### config.mk
export PLATFORM = sky130hd
export DESIGN_NAME = cmpf_top
export DESIGN_NICKNAME = d
export VERILOG_FILES = /design/src/hw/cmpf_pkg.sv /design/src/hw/cmpf_pair_buffer.sv /design/src/hw/cmpf_spi_port.sv /design/src/hw/cmpf_top.sv
export VERILOG_INCLUDE_DIRS = /design/src /design/src/hw
export SDC_FILE = /design/constraint.sdc
export NUM_CORES = 2
export LEC_CHECK = 0
export ABC_CLOCK_PERIOD_IN_PS = 16700
export BUFFER_PORTS_ARGS = -buffer_cell sky130_fd_sc_hd__buf_2
export CORE_MARGIN = 2
export CORE_UTILIZATION = 55
export DETAILED_ROUTE_END_ITERATION = 16
export PLACE_DENSITY = 0.71
export SETUP_SLACK_MARGIN = 0.05
export SLEW_MARGIN = 40
export SYNTH_ARGS = -nofsm -noshare
export SYNTH_HDL_FRONTEND = slang
export SYNTH_SLANG_ARGS = --single-unit
### constraint.sdc
create_clock -name clock -period 16.7 [get_ports clock]
set_clock_uncertainty 0.1 [all_clocks]
set_input_delay 0.835 -clock clock [delete_from_list [all_inputs] [get_ports clock]]
set_output_delay 0.835 -clock clock [all_outputs]
set_load 0.01 [all_outputs]
### src/hw/cmpf_map.svh
`ifndef CMPF_MAP_SVH
`define CMPF_MAP_SVH
// Register addresses on the serial port (seven address bits).
`define CMPF_ADDR_FIFO 7'h00
`define CMPF_ADDR_OP_MODE 7'h01
`define CMPF_ADDR_SETUP_ONE 7'h10
`define CMPF_ADDR_SETUP_TWO 7'h11
`define CMPF_ADDR_PAYLOAD_LEN 7'h12
`define CMPF_ADDR_FRAME_CTRL 7'h13
`define CMPF_ADDR_RATE_HI 7'h14
`define CMPF_ADDR_RATE_LO 7'h15
`define CMPF_ADDR_FIFO_PTR 7'h16
`define CMPF_ADDR_SF6_TUNING 7'h31
`define CMPF_ADDR_SF6_THRESHOLD 7'h37
// Field positions.
`define CMPF_OP_SPREAD_BIT 7
`define CMPF_BW_MSB 7
`define CMPF_BW_LSB 4
`define CMPF_FEC_MSB 3
`define CMPF_FEC_LSB 1
`define CMPF_HEADERLESS_BIT 0
`define CMPF_SF_MSB 7
`define CMPF_SF_LSB 4
`define CMPF_CRC_ON_BIT 2
`define CMPF_START_BIT 0
// Reset values.
`define CMPF_RST_OP_MODE 8'h00
`define CMPF_RST_SETUP_ONE 8'h72
`define CMPF_RST_SETUP_TWO 8'h70
`define CMPF_RST_PAYLOAD_LEN 8'h00
`define CMPF_RST_SF6_REG 8'h00
// Limits and coding constants.
`define CMPF_SF_MIN 4'h6
`define CMPF_SF_MAX 4'hc
`define CMPF_FEC_MIN 3'h1
`define CMPF_FEC_MAX 3'h4
`define CMPF_HEADER_RATE 3'h4
`define CMPF_PREAMBLE_SYMBOLS 8'h0c
`define CMPF_CRC8_POLY 8'h07
`define CMPF_CRC16_POLY 16'h1021
// Timing: one chip lasts clock / bandwidth; the widest band sets the base.
`define CMPF_CLOCK_HZ 100000000
`define CMPF_WIDEST_BW_HZ 500000
`define CMPF_CHIP_BASE_CYCLES (`CMPF_CLOCK_HZ / `CMPF_WIDEST_BW_HZ)
`endif

### src/hw/cmpf_pkg.sv
package cmpf_pkg;
	typedef enum logic [1:0] {
		kind_preamble,
		kind_header,
		kind_payload,
		kind_crc
	} cmpf_kind_type;
	typedef enum logic [2:0] {
		st_idle,
		st_preamble,
		st_header,
		st_header_crc,
		st_payload,
		st_crc_hi,
		st_crc_lo
	} cmpf_state_type;
endpackage

### src/hw/cmpf_pair_buffer.sv
`timescale 1ns/10ps
module cmpf_pair_buffer
	import cmpf_pkg::*;
(
	input wire logic clock,
	input wire logic reset,
	input wire logic in_valid,
	output logic in_ready,
	input wire logic [12:0] in_data,
	output logic out_valid,
	input wire logic out_ready,
	output logic [12:0] out_data
);
	logic skid_valid;
	logic [12:0] skid_data;
	logic next_out_valid;
	logic next_skid_valid;
	logic [12:0] next_out_data;
	logic [12:0] next_skid_data;

	// Output stage plus one skid entry; ready is registered so the
	// producer never sees a combinational path from the consumer.
	always_comb begin
		next_out_valid = out_valid;
		next_out_data = out_data;
		next_skid_valid = skid_valid;
		next_skid_data = skid_data;
		if (!out_valid || out_ready) begin
			if (skid_valid) begin
				next_out_valid = 1'b1;
				next_out_data = skid_data;
				next_skid_valid = in_valid && in_ready;
				next_skid_data = in_data;
			end else begin
				next_out_valid = in_valid && in_ready;
				next_out_data = in_data;
			end
		end else if (in_valid && in_ready) begin
			next_skid_valid = 1'b1;
			next_skid_data = in_data;
		end
	end

	// Registers of the two entries.
	always_ff @(posedge clock) begin
		if (reset) begin
			out_valid <= 1'b0;
			out_data <= 13'h0000;
			skid_valid <= 1'b0;
			skid_data <= 13'h0000;
			in_ready <= 1'b0;
		end else begin
			out_valid <= next_out_valid;
			out_data <= next_out_data;
			skid_valid <= next_skid_valid;
			skid_data <= next_skid_data;
			in_ready <= !next_skid_valid;
		end
	end
endmodule

### src/hw/cmpf_spi_port.sv
`timescale 1ns/10ps
`include "cmpf_map.svh"
module cmpf_spi_port
	import cmpf_pkg::*;
(
	input wire logic clock,
	input wire logic reset,
	input wire logic sck,
	input wire logic nss_n,
	input wire logic mosi,
	output logic miso,
	output logic miso_oe_n,
	output logic wr_strobe,
	output logic rd_strobe,
	output logic [6:0] reg_addr,
	output logic [7:0] wr_data,
	input wire logic [7:0] rd_data
);
	logic sck_prev;
	logic [2:0] bit_cnt;
	logic [7:0] in_shift;
	logic [7:0] out_shift;
	logic have_addr;
	logic is_write;
	logic load_due;
	logic [2:0] next_bit_cnt;
	logic [7:0] next_in_shift;
	logic [7:0] next_out_shift;
	logic next_have_addr;
	logic next_is_write;
	logic next_load_due;
	logic next_wr_strobe;
	logic next_rd_strobe;
	logic [6:0] next_reg_addr;
	logic [7:0] next_wr_data;
	logic rise;
	logic fall;
	logic [7:0] shifted;

	assign rise = sck && !sck_prev && !nss_n;
	assign fall = !sck && sck_prev && !nss_n;
	assign shifted = {in_shift[6:0], mosi};
	assign miso = out_shift[7];

	// Mode 0 framing: the first byte is write flag and address, then data
	// bytes follow. Reads prefetch one byte ahead, so the read that ends a
	// transfer still advances a data-buffer pointer.
	always_comb begin
		next_bit_cnt = bit_cnt;
		next_in_shift = in_shift;
		next_out_shift = out_shift;
		next_have_addr = have_addr;
		next_is_write = is_write;
		next_load_due = 1'b0;
		next_wr_strobe = 1'b0;
		next_rd_strobe = 1'b0;
		next_reg_addr = reg_addr;
		next_wr_data = wr_data;
		if (load_due) begin
			next_out_shift = rd_data;
		end
		// A write strobe must see the old address, so step on afterwards.
		if (wr_strobe && reg_addr != `CMPF_ADDR_FIFO) begin
			next_reg_addr = reg_addr + 7'h01;
		end
		if (nss_n) begin
			next_bit_cnt = 3'h0;
			next_have_addr = 1'b0;
		end else if (rise) begin
			next_in_shift = shifted;
			next_bit_cnt = bit_cnt + 3'h1;
			if (bit_cnt == 3'h7) begin
				if (!have_addr) begin
					next_have_addr = 1'b1;
					next_is_write = shifted[7];
					next_reg_addr = shifted[6:0];
					next_rd_strobe = !shifted[7];
					next_load_due = !shifted[7];
				end else begin
					if (!is_write
						&& reg_addr != `CMPF_ADDR_FIFO) begin
						next_reg_addr = reg_addr + 7'h01;
					end
					next_wr_strobe = is_write;
					next_rd_strobe = !is_write;
					next_load_due = !is_write;
					next_wr_data = shifted;
				end
			end
		end else if (fall && bit_cnt != 3'h0) begin
			next_out_shift = {out_shift[6:0], 1'b0};
		end
	end

	// Registers of the serial port; all decisions are made above.
	always_ff @(posedge clock) begin
		if (reset) begin
			sck_prev <= 1'b0;
			bit_cnt <= 3'h0;
			in_shift <= 8'h00;
			out_shift <= 8'h00;
			have_addr <= 1'b0;
			is_write <= 1'b0;
			load_due <= 1'b0;
			wr_strobe <= 1'b0;
			rd_strobe <= 1'b0;
			reg_addr <= 7'h00;
			wr_data <= 8'h00;
			miso_oe_n <= 1'b1;
		end else begin
			sck_prev <= sck;
			bit_cnt <= next_bit_cnt;
			in_shift <= next_in_shift;
			out_shift <= next_out_shift;
			have_addr <= next_have_addr;
			is_write <= next_is_write;
			load_due <= next_load_due;
			wr_strobe <= next_wr_strobe;
			rd_strobe <= next_rd_strobe;
			reg_addr <= next_reg_addr;
			wr_data <= next_wr_data;
			miso_oe_n <= nss_n;
		end
	end
endmodule

### src/hw/cmpf_top.sv
// Functional notes
// - Spread factor 6..12 gives 2^sf chips.
// - Rate codes 1..4 mean 4/5..4/8.
// - Coding rate travels inside the header.
// - Ten selectable bandwidths, 7.8 to 500 kHz.
// - Symbol rate equals bandwidth over 2^sf.
// - Bandwidth counts the whole double-sideband channel.
// - Packet: preamble, optional header, then payload.
// - Header holds length, rate, CRC presence.
// - Spread mode switches to its register map.
// - Dedicated dual-port data buffer behind serial port.
// - Header sent at rate 4/8 with CRC.
// - One bit selects explicit or headerless format.
`timescale 1ns/10ps
`include "cmpf_map.svh"
module cmpf_top
	import cmpf_pkg::*;
#(
	parameter logic [7:0] CHIP_BASE_CYCLES = 8'(`CMPF_CHIP_BASE_CYCLES)
)
(
	input wire logic clock,
	input wire logic reset,
	input wire logic sck,
	input wire logic nss_n,
	input wire logic mosi,
	output logic miso,
	output logic miso_oe_n,
	output logic frame_valid,
	input wire logic frame_ready,
	output logic [1:0] frame_kind,
	output logic [2:0] frame_rate,
	output logic [7:0] frame_data
);
	logic wr_strobe;
	logic rd_strobe;
	logic [6:0] reg_addr;
	logic [7:0] wr_data;
	logic [7:0] rd_data;
	logic [7:0] op_mode, setup_one, setup_two, payload_len;
	logic [7:0] sf6_tuning, sf6_threshold, host_ptr, rd_ptr;
	logic [7:0] mem [0:255];
	cmpf_state_type state, next_state;
	logic [7:0] cnt, next_cnt, next_rd_ptr;
	logic [15:0] crc, next_crc;
	logic sym_due, next_sym_due;
	logic [7:0] base_cnt, next_base_cnt;
	logic [6:0] mult_cnt, next_mult_cnt;
	logic [12:0] chip_cnt, next_chip_cnt;
	logic spread_on, headerless, crc_on, busy, start, step;
	logic base_wrap, mult_wrap, chip_wrap, sym_tick;
	logic [3:0] sf_eff, bw_code;
	logic [2:0] cr_eff;
	logic [12:0] chips;
	logic [6:0] mult;
	logic [15:0] symbol_rate;
	logic push;
	cmpf_kind_type push_kind;
	logic [2:0] push_rate;
	logic [7:0] push_data;
	logic buf_in_ready;
	cmpf_state_type after_header;

	// Modem registers answer only while spread mode is selected.
	function automatic logic in_modem_map(input logic [6:0] a);
		in_modem_map = (a >= `CMPF_ADDR_SETUP_ONE
			&& a <= `CMPF_ADDR_FIFO_PTR) || a == `CMPF_ADDR_SF6_TUNING
			|| a == `CMPF_ADDR_SF6_THRESHOLD || a == `CMPF_ADDR_FIFO;
	endfunction

	// Clock cycles per chip, in units of the widest band's chip.
	function automatic logic [6:0] bw_mult(input logic [3:0] c);
		case (c)
			4'h0: bw_mult = 7'h40;
			4'h1: bw_mult = 7'h30;
			4'h2: bw_mult = 7'h20;
			4'h3: bw_mult = 7'h18;
			4'h4: bw_mult = 7'h10;
			4'h5: bw_mult = 7'h0c;
			4'h6: bw_mult = 7'h08;
			4'h7: bw_mult = 7'h04;
			4'h8: bw_mult = 7'h02;
			default: bw_mult = 7'h01;
		endcase
	endfunction

	// Channel width in hertz, whole channel rather than one sideband.
	function automatic logic [18:0] bw_hz(input logic [3:0] c);
		case (c)
			4'h0: bw_hz = 19'h01e84;
			4'h1: bw_hz = 19'h028b0;
			4'h2: bw_hz = 19'h03d09;
			4'h3: bw_hz = 19'h05161;
			4'h4: bw_hz = 19'h07a12;
			4'h5: bw_hz = 19'h0a2c2;
			4'h6: bw_hz = 19'h0f424;
			4'h7: bw_hz = 19'h1e848;
			4'h8: bw_hz = 19'h3d090;
			default: bw_hz = 19'h7a120;
		endcase
	endfunction

	// Bitwise CRC updates over one byte, most significant bit first.
	function automatic logic [7:0] crc8_byte(input logic [7:0] c,
		input logic [7:0] d);
		logic [7:0] r;
		r = c ^ d;
		for (int i = 0; i < 8; i++) begin
			r = r[7] ? ({r[6:0], 1'b0} ^ `CMPF_CRC8_POLY) : {r[6:0], 1'b0};
		end
		crc8_byte = r;
	endfunction

	function automatic logic [15:0] crc16_byte(input logic [15:0] c,
		input logic [7:0] d);
		logic [15:0] r;
		r = c ^ {d, 8'h00};
		for (int i = 0; i < 8; i++) begin
			r = r[15] ? ({r[14:0], 1'b0} ^ `CMPF_CRC16_POLY)
				: {r[14:0], 1'b0};
		end
		crc16_byte = r;
	endfunction

	cmpf_spi_port port (
		.clock(clock),
		.reset(reset),
		.sck(sck),
		.nss_n(nss_n),
		.mosi(mosi),
		.miso(miso),
		.miso_oe_n(miso_oe_n),
		.wr_strobe(wr_strobe),
		.rd_strobe(rd_strobe),
		.reg_addr(reg_addr),
		.wr_data(wr_data),
		.rd_data(rd_data)
	);

	cmpf_pair_buffer out_buffer (
		.clock(clock),
		.reset(reset),
		.in_valid(push),
		.in_ready(buf_in_ready),
		.in_data({push_kind, push_rate, push_data}),
		.out_valid(frame_valid),
		.out_ready(frame_ready),
		.out_data({frame_kind, frame_rate, frame_data})
	);

	// Effective settings; out-of-range codes clamp to the nearest limit.
	assign spread_on = op_mode[`CMPF_OP_SPREAD_BIT];
	assign headerless = setup_one[`CMPF_HEADERLESS_BIT];
	assign crc_on = setup_two[`CMPF_CRC_ON_BIT];
	assign bw_code = setup_one[`CMPF_BW_MSB:`CMPF_BW_LSB];
	assign sf_eff = (setup_two[`CMPF_SF_MSB:`CMPF_SF_LSB] < `CMPF_SF_MIN)
		? `CMPF_SF_MIN : (setup_two[`CMPF_SF_MSB:`CMPF_SF_LSB]
		> `CMPF_SF_MAX) ? `CMPF_SF_MAX
		: setup_two[`CMPF_SF_MSB:`CMPF_SF_LSB];
	assign chips = 13'h0001 << sf_eff;
	assign cr_eff = (setup_one[`CMPF_FEC_MSB:`CMPF_FEC_LSB] < `CMPF_FEC_MIN)
		? `CMPF_FEC_MIN : (setup_one[`CMPF_FEC_MSB:`CMPF_FEC_LSB]
		> `CMPF_FEC_MAX) ? `CMPF_FEC_MAX
		: setup_one[`CMPF_FEC_MSB:`CMPF_FEC_LSB];
	assign mult = bw_mult(bw_code);
	assign symbol_rate = 16'(bw_hz(bw_code) >> sf_eff);
	assign busy = state != st_idle;
	assign start = wr_strobe && reg_addr == `CMPF_ADDR_FRAME_CTRL
		&& wr_data[`CMPF_START_BIT] && spread_on && !busy;
	assign step = sym_due && buf_in_ready;

	// Register read mux; unmapped or hidden addresses read as zero.
	always_comb begin
		rd_data = 8'h00;
		if (reg_addr == `CMPF_ADDR_OP_MODE) begin
			rd_data = op_mode;
		end else if (spread_on && in_modem_map(reg_addr)) begin
			case (reg_addr)
				`CMPF_ADDR_FIFO: rd_data = mem[host_ptr];
				`CMPF_ADDR_SETUP_ONE: rd_data = setup_one;
				`CMPF_ADDR_SETUP_TWO: rd_data = setup_two;
				`CMPF_ADDR_PAYLOAD_LEN: rd_data = payload_len;
				`CMPF_ADDR_FRAME_CTRL: rd_data = {7'h00, busy};
				`CMPF_ADDR_RATE_HI: rd_data = symbol_rate[15:8];
				`CMPF_ADDR_RATE_LO: rd_data = symbol_rate[7:0];
				`CMPF_ADDR_FIFO_PTR: rd_data = host_ptr;
				`CMPF_ADDR_SF6_TUNING: rd_data = sf6_tuning;
				`CMPF_ADDR_SF6_THRESHOLD: rd_data = sf6_threshold;
				default: rd_data = 8'h00;
			endcase
		end
	end

	// Register writes; modem registers keep their contents, but writes
	// only land while the spread-mode map is selected.
	always_ff @(posedge clock) begin
		if (reset) begin
			op_mode <= `CMPF_RST_OP_MODE;
			setup_one <= `CMPF_RST_SETUP_ONE;
			setup_two <= `CMPF_RST_SETUP_TWO;
			payload_len <= `CMPF_RST_PAYLOAD_LEN;
			sf6_tuning <= `CMPF_RST_SF6_REG;
			sf6_threshold <= `CMPF_RST_SF6_REG;
			host_ptr <= 8'h00;
		end else if (wr_strobe && reg_addr == `CMPF_ADDR_OP_MODE) begin
			op_mode <= wr_data;
		end else if (wr_strobe && spread_on) begin
			case (reg_addr)
				`CMPF_ADDR_FIFO: host_ptr <= host_ptr + 8'h01;
				`CMPF_ADDR_SETUP_ONE: setup_one <= wr_data;
				`CMPF_ADDR_SETUP_TWO: setup_two <= wr_data;
				`CMPF_ADDR_PAYLOAD_LEN: payload_len <= wr_data;
				`CMPF_ADDR_FIFO_PTR: host_ptr <= wr_data;
				`CMPF_ADDR_SF6_TUNING: sf6_tuning <= wr_data;
				`CMPF_ADDR_SF6_THRESHOLD: sf6_threshold <= wr_data;
				default: host_ptr <= host_ptr;
			endcase
		end else if (rd_strobe && spread_on
			&& reg_addr == `CMPF_ADDR_FIFO) begin
			host_ptr <= host_ptr + 8'h01;
		end
	end

	// Host side of the data buffer; the framer reads the other port.
	always_ff @(posedge clock) begin
		if (wr_strobe && spread_on && reg_addr == `CMPF_ADDR_FIFO) begin
			mem[host_ptr] <= wr_data;
		end
	end

	// Chip and symbol pacing; compares use >= so a setting changed
	// mid-frame cannot strand a counter past its wrap.
	assign base_wrap = base_cnt >= CHIP_BASE_CYCLES - 8'h01;
	assign mult_wrap = mult_cnt >= mult - 7'h01;
	assign chip_wrap = chip_cnt >= chips - 13'h0001;
	assign sym_tick = busy && base_wrap && mult_wrap && chip_wrap;
	always_comb begin
		next_base_cnt = 8'h00;
		next_mult_cnt = 7'h00;
		next_chip_cnt = 13'h0000;
		if (busy) begin
			next_base_cnt = base_wrap ? 8'h00 : base_cnt + 8'h01;
			next_mult_cnt = mult_cnt;
			next_chip_cnt = chip_cnt;
			if (base_wrap) begin
				next_mult_cnt = mult_wrap ? 7'h00 : mult_cnt + 7'h01;
				if (mult_wrap) begin
					next_chip_cnt = chip_wrap ? 13'h0000
						: chip_cnt + 13'h0001;
				end
			end
		end
	end

	always_ff @(posedge clock) begin
		if (reset) begin
			base_cnt <= 8'h00;
			mult_cnt <= 7'h00;
			chip_cnt <= 13'h0000;
		end else begin
			base_cnt <= next_base_cnt;
			mult_cnt <= next_mult_cnt;
			chip_cnt <= next_chip_cnt;
		end
	end

	// Framer: one word per symbol, held back while the buffer is full.
	always_comb begin
		after_header = (payload_len != 8'h00) ? st_payload
			: crc_on ? st_crc_hi : st_idle;
		next_state = state;
		next_cnt = cnt;
		next_rd_ptr = rd_ptr;
		next_crc = crc;
		next_sym_due = sym_tick ? 1'b1 : (step ? 1'b0 : sym_due);
		push = 1'b0;
		push_kind = kind_preamble;
		push_rate = cr_eff;
		push_data = 8'h00;
		case (state)
			st_idle: begin
				next_sym_due = 1'b0;
				if (start) begin
					next_state = st_preamble;
					next_cnt = 8'h00;
					next_rd_ptr = 8'h00;
					next_crc = 16'h0000;
				end
			end
			st_preamble: begin
				push = step;
				if (step) begin
					next_cnt = cnt + 8'h01;
					if (cnt == `CMPF_PREAMBLE_SYMBOLS - 8'h01) begin
						next_cnt = 8'h00;
						next_state = headerless ? after_header
							: st_header;
					end
				end
			end
			st_header: begin
				push = step;
				push_kind = kind_header;
				push_rate = `CMPF_HEADER_RATE;
				push_data = (cnt == 8'h00) ? payload_len
					: {crc_on, cr_eff, 4'h0};
				if (step) begin
					next_crc = {8'h00, crc8_byte(crc[7:0], push_data)};
					next_cnt = cnt + 8'h01;
					if (cnt == 8'h01) begin
						next_state = st_header_crc;
					end
				end
			end
			st_header_crc: begin
				push = step;
				push_kind = kind_crc;
				push_rate = `CMPF_HEADER_RATE;
				push_data = crc[7:0];
				if (step) begin
					next_crc = 16'h0000;
					next_state = after_header;
				end
			end
			st_payload: begin
				push = step;
				push_kind = kind_payload;
				push_data = mem[rd_ptr];
				if (step) begin
					next_crc = crc16_byte(crc, push_data);
					next_rd_ptr = rd_ptr + 8'h01;
					if (rd_ptr == payload_len - 8'h01) begin
						next_state = crc_on ? st_crc_hi : st_idle;
					end
				end
			end
			st_crc_hi: begin
				push = step;
				push_kind = kind_crc;
				push_data = crc[15:8];
				if (step) begin
					next_state = st_crc_lo;
				end
			end
			st_crc_lo: begin
				push = step;
				push_kind = kind_crc;
				push_data = crc[7:0];
				if (step) begin
					next_state = st_idle;
				end
			end
			default: next_state = st_idle;
		endcase
	end

	always_ff @(posedge clock) begin
		if (reset) begin
			state <= st_idle;
			cnt <= 8'h00;
			rd_ptr <= 8'h00;
			crc <= 16'h0000;
			sym_due <= 1'b0;
		end else begin
			state <= next_state;
			cnt <= next_cnt;
			rd_ptr <= next_rd_ptr;
			crc <= next_crc;
			sym_due <= next_sym_due;
		end
	end

	// Cycles since the last symbol, read only by the pacing check.
	logic [31:0] gap;
	always_ff @(posedge clock) begin
		gap <= (reset || !busy || sym_tick) ? 32'h0 : gap + 32'h1;
	end
endmodule

==> metrics.yaml <==
run_status:
  status: "finished clean"
floorplanning:
  chipWidth_um: 446.4
  initial_utilization_pct: 55.27
  boundaryPins: 22
  core_area_sq_um: 194800
  die-area_sq_um: 199300
  row_count: 162
  floorplan.die.height_um: 446.4
worst_setup_path:
  critPathArrivalTime_ns: 7.64
  timing.critical_path.slowest_stage_cell: "buf_4"
  setup.worst_path.class: "reg2reg"
  rrSetupSlack_ns: 9.70
  timing.critical_path.required_ns: 17.34
  r2r-end: "crc[12]$_SDFFE_PP0P_"
  timing.critical_path.from_type: "register"
  critical_path.n_buffers_inverters: 5
  critical_path.max_stage_delay_ns: 0.75
  kind_of_capture_point_of_the_worst_setup_path: "register"
  reg2reg_depth: 15
  cp_max_fo: 98
  critPathTopFamily: "buffers and inverters"
  critical_path.cell_chain: "buf_4 -> buf_12 -> buf_16 -> buf_12 -> buf_4 -> mux4_2 -> a22o_1 -> a221oi_1 -> o221ai_1 -> o31ai_1 -> a211oi_2 -> xnor2_2 -> xnor3_1 -> a22oi_1 -> nor2_1"
timing:
  max_slew.worst_pin.slew_ns: 0.9457
  whs_ns: 0.1194
  max_clock_freq_ghz: 0.1429
  hold_viol_final: 0
  finalSetupViolations: 0
  timing.slew.headroom_pct: 35.15
  slew_violations: 0
  final.period_utilization_pct: 41.92
  timing.final.ws_setup_ns: 9.700
  rsz0062_at_grt: "no"
  timing.setup.tns_ns: 0
  final_period_minus_worst_setup_slack_ns: 7.000
synth:
  post_synth_and_or_nand_nor_area_fraction_pct: 4.608
  postSynthRegisterBits: 2271
  post-synth-top-area-cell: "edfxtp_1"
  synth-main-ff-cell: "edfxtp_1"
  synth_compound_area_share_pct: 3.434
  synth-async-reset-ratio_pct: 0
  synth_adder_area_share_pct: 0.5439
  muxShareOfSynthArea_pct: 26.82
  synth_top_family_by_area: "multiplexers"
  synth.cell_area_sq_um: 107700
  synth_enable_flop_cells: 2048
  netlist-cell-type-count: 90
  post_synth_xor_area_fraction_pct: 0.9204
  post_synth.cell_area_avg_sq_um: 17.92
  synthCells: 6009
  seq_area_frac_synth_pct: 61.27
  ys_warn_count: 0
  synth_top_cells_by_area: "edfxtp_1, mux4_2, dfxtp_1, nor2_1, mux2i_1"
  yosysTopAreaCellShare_pct: 57.12
layout:
  regArea_sq_um: 66030
  layout.filler_cells: 13670
  layout-drive-gt1-share_pct: 33.21
  layout.nets: 6047
  mostFrequentLayoutCell: "edfxtp_1"
  layout.cells.most_common_list: "edfxtp_1, mux4_2, nand2_1"
  multi_input_area_sq_um: 39890
  synthToLayoutAreaGrowth_pct: 10.56
placement:
  io_buffers: 21
  replace_congestion: 0.9296
  place.detailed.hpwl_um: 213900
  post-place-ws_ns: 10.08
flow_run:
  max_cap_violations: 0
clock_tree:
  postCtsHoldBufs: 0
  post-cts-setup-buffers: 0
  cts_htree_levels: 4
  cts_sinks: 2271
  clkSlewWorstSetupHoldPaths_ns: 0.06
  post_cts_resize_count: 0
  cts-root-buf: "clkbuf_16"
  cts-buffers-inserted: 228
  clock_latency_ns: 0.90
  tritoncts_clock_tree: "done"
  cts-root-to-sink-buffers: 3
pwr:
  vdd_drop_max_mv: 0.08251
  netSwitchingFraction_pct: 20.10
  power.density_nw_per_um2: 95.67
  netSwitchingPower_uw: 2290
  comb_power_share_pct: 0.3
  p_int_uw: 9099
  clock_network_power_share_pct: 46.1
  seqPwrFrac_pct: 53.6
  p_leak_uw: 0.03171
drt:
  detail_route.drc_violations: 0
  drt-initial-drc-count: 10740
  ant_nets: 0
  via_count: 64350
  wl_per_cell_um: 37.88
  wirelength_um: 334300
  routed_via_density: 7.292
  first_pass_iters: 6
worst_hold_path:
  timing.hold.worst_path_depth: 2
  min-delay-start: "sck"
  hold-path-endpoint: "port.sck_prev$_SDFF_PP0_"
  hold_path_class: "in2reg"
grt:
  grt_first_pass_wirelength_um: 472900
  gr-usage-all-layers_pct: 33.79
  via_count_of_the_first_global_routing_pass: 62460
  grt_start_max_net_pins: 193
  gr-total-overflow: 0
  antenna_found_initial: 13
-- worst reg2reg max path, cell delays in order, from the launching register on --
cell	delay, ns
dfxtp_4	0.64
buf_4	0.67
buf_12	0.41
buf_16	0.39
buf_12	0.69
buf_4	0.83
mux4_2	0.43
a22o_1	0.24
a221oi_1	0.51
o221ai_1	0.27
o31ai_1	0.32
a211oi_2	0.34
xnor2_2	0.40
xnor3_1	0.38
a22oi_1	0.17
nor2_1	0.06
-- synth_stat cells, types with 6 or more instances --
library cell  instances
o21ai_0              72
nand2_1             332
nor4b_1               6
nor3b_1               8
nand2b_1             18
a21o_1               18
a31oi_1              21
buf_6                36
a221oi_1             19
a32oi_1              15
o211ai_1             10
buf_2               110
a21oi_1             155
mux4_1               17
inv_1                39
buf_4                38
clkbuf_1            211
nand4_1              24
mux2i_1             170
a222oi_1              6
nor4_1               21
nor2_1              456
buf_1                61
nor2b_1              41
and3_1               21
o22ai_1              49
ha_1                 46
and2_1               18
a211oi_1             53
mux2_2               30
a22o_1               19
xor2_1               41
a22oi_1              54
nor3_1               49
dfxtp_1             223
edfxtp_1           2048
nand3b_1              8
xnor2_1              59
nand3_1             103
mux4_2             1166
o221ai_1             18
-- how the worst max path moves through the flow --
stage,start,end,slack (ns),depth (start not counted)
2_1_floorplan,port.wr_data[0]$_SDFFE_PP0P_,register,11.11,8
3_3_place_gp,register,crc[12]$_SDFFE_PP0P_,10.02,15
3_5_place_dp,register,crc[12]$_SDFFE_PP0P_,10.08,14
4_1_cts,register,crc[12]$_SDFFE_PP0P_,10.03,14
5_1_grt,register,crc[12]$_SDFFE_PP0P_,9.50,15
6_report,register,crc[12]$_SDFFE_PP0P_,9.70,15
-- routing by layer --
| metal | wire (um) | vias to the layer above | global-route usage, % |
|---|---|---|---|
| li1 | - | 25040 | - |
| met1 | 116300 | 33530 | 45.87 |
| met2 | 152300 | 4875 | 50.48 |
| met3 | 45450 | 905 | 9.677 |
| met4 | 20180 | 8 | 17.00 |
| met5 | 53 | - | 0 |
-- sequential cells by signal (all words and copies together), names as in the netlist, 13 cells and up, named ones only --
register              flops
out_buffer.skid_data     13
out_buffer.out_data      13
crc                      16
chip_cnt                 13
mem                    2048
-- metrics by stage --
step	util, %	total power [uW]	cells	cell area, sq um
final	61.11	11390	8825	119000
after global routing	61.10	11640	8819	119000
after CTS	60.99	11410	8812	118800
after detailed placement	57.07	6255	8383	111200
after global placement	56.62	6255	8372	110300
after floorplan	-	6248	6012	107700
-- power by group through the flow --
stage	sequential [uW]	clock, uW	combinational [uW]
floorplan	6220	0	24.7
detailed placement	6220	0	30.3
finish	6100	5250	31.2
global route	6100	5500	34.5
global placement	6220	0	29.9
CTS	6100	5270	30.5
-- logic make-up after synthesis --
group                      after synthesis
xor gates and xnor gates               106
DFF                                   2271
adders and majority gates               47
other                                    2
muxes                                 1388
AOI/OAI and AO/OA                      556
buffers and inverters                  512
and+or+nand+nor                       1127
-- area by class of cell --
cell class                      count  share of cell area, %
Sequential cell                  2271                  55.47
Multi-Input combinational cell   3229                  33.51
Clock inverter                    162                  1.413
Tap cell                         2624                  2.758
Inverter                           45                 0.1514
Timing Repair Buffer              220                  1.681
Antenna cell                        7                0.01472
Clock buffer                      267                  4.995
Note: power is estimated with default switching activity, not from simulation.
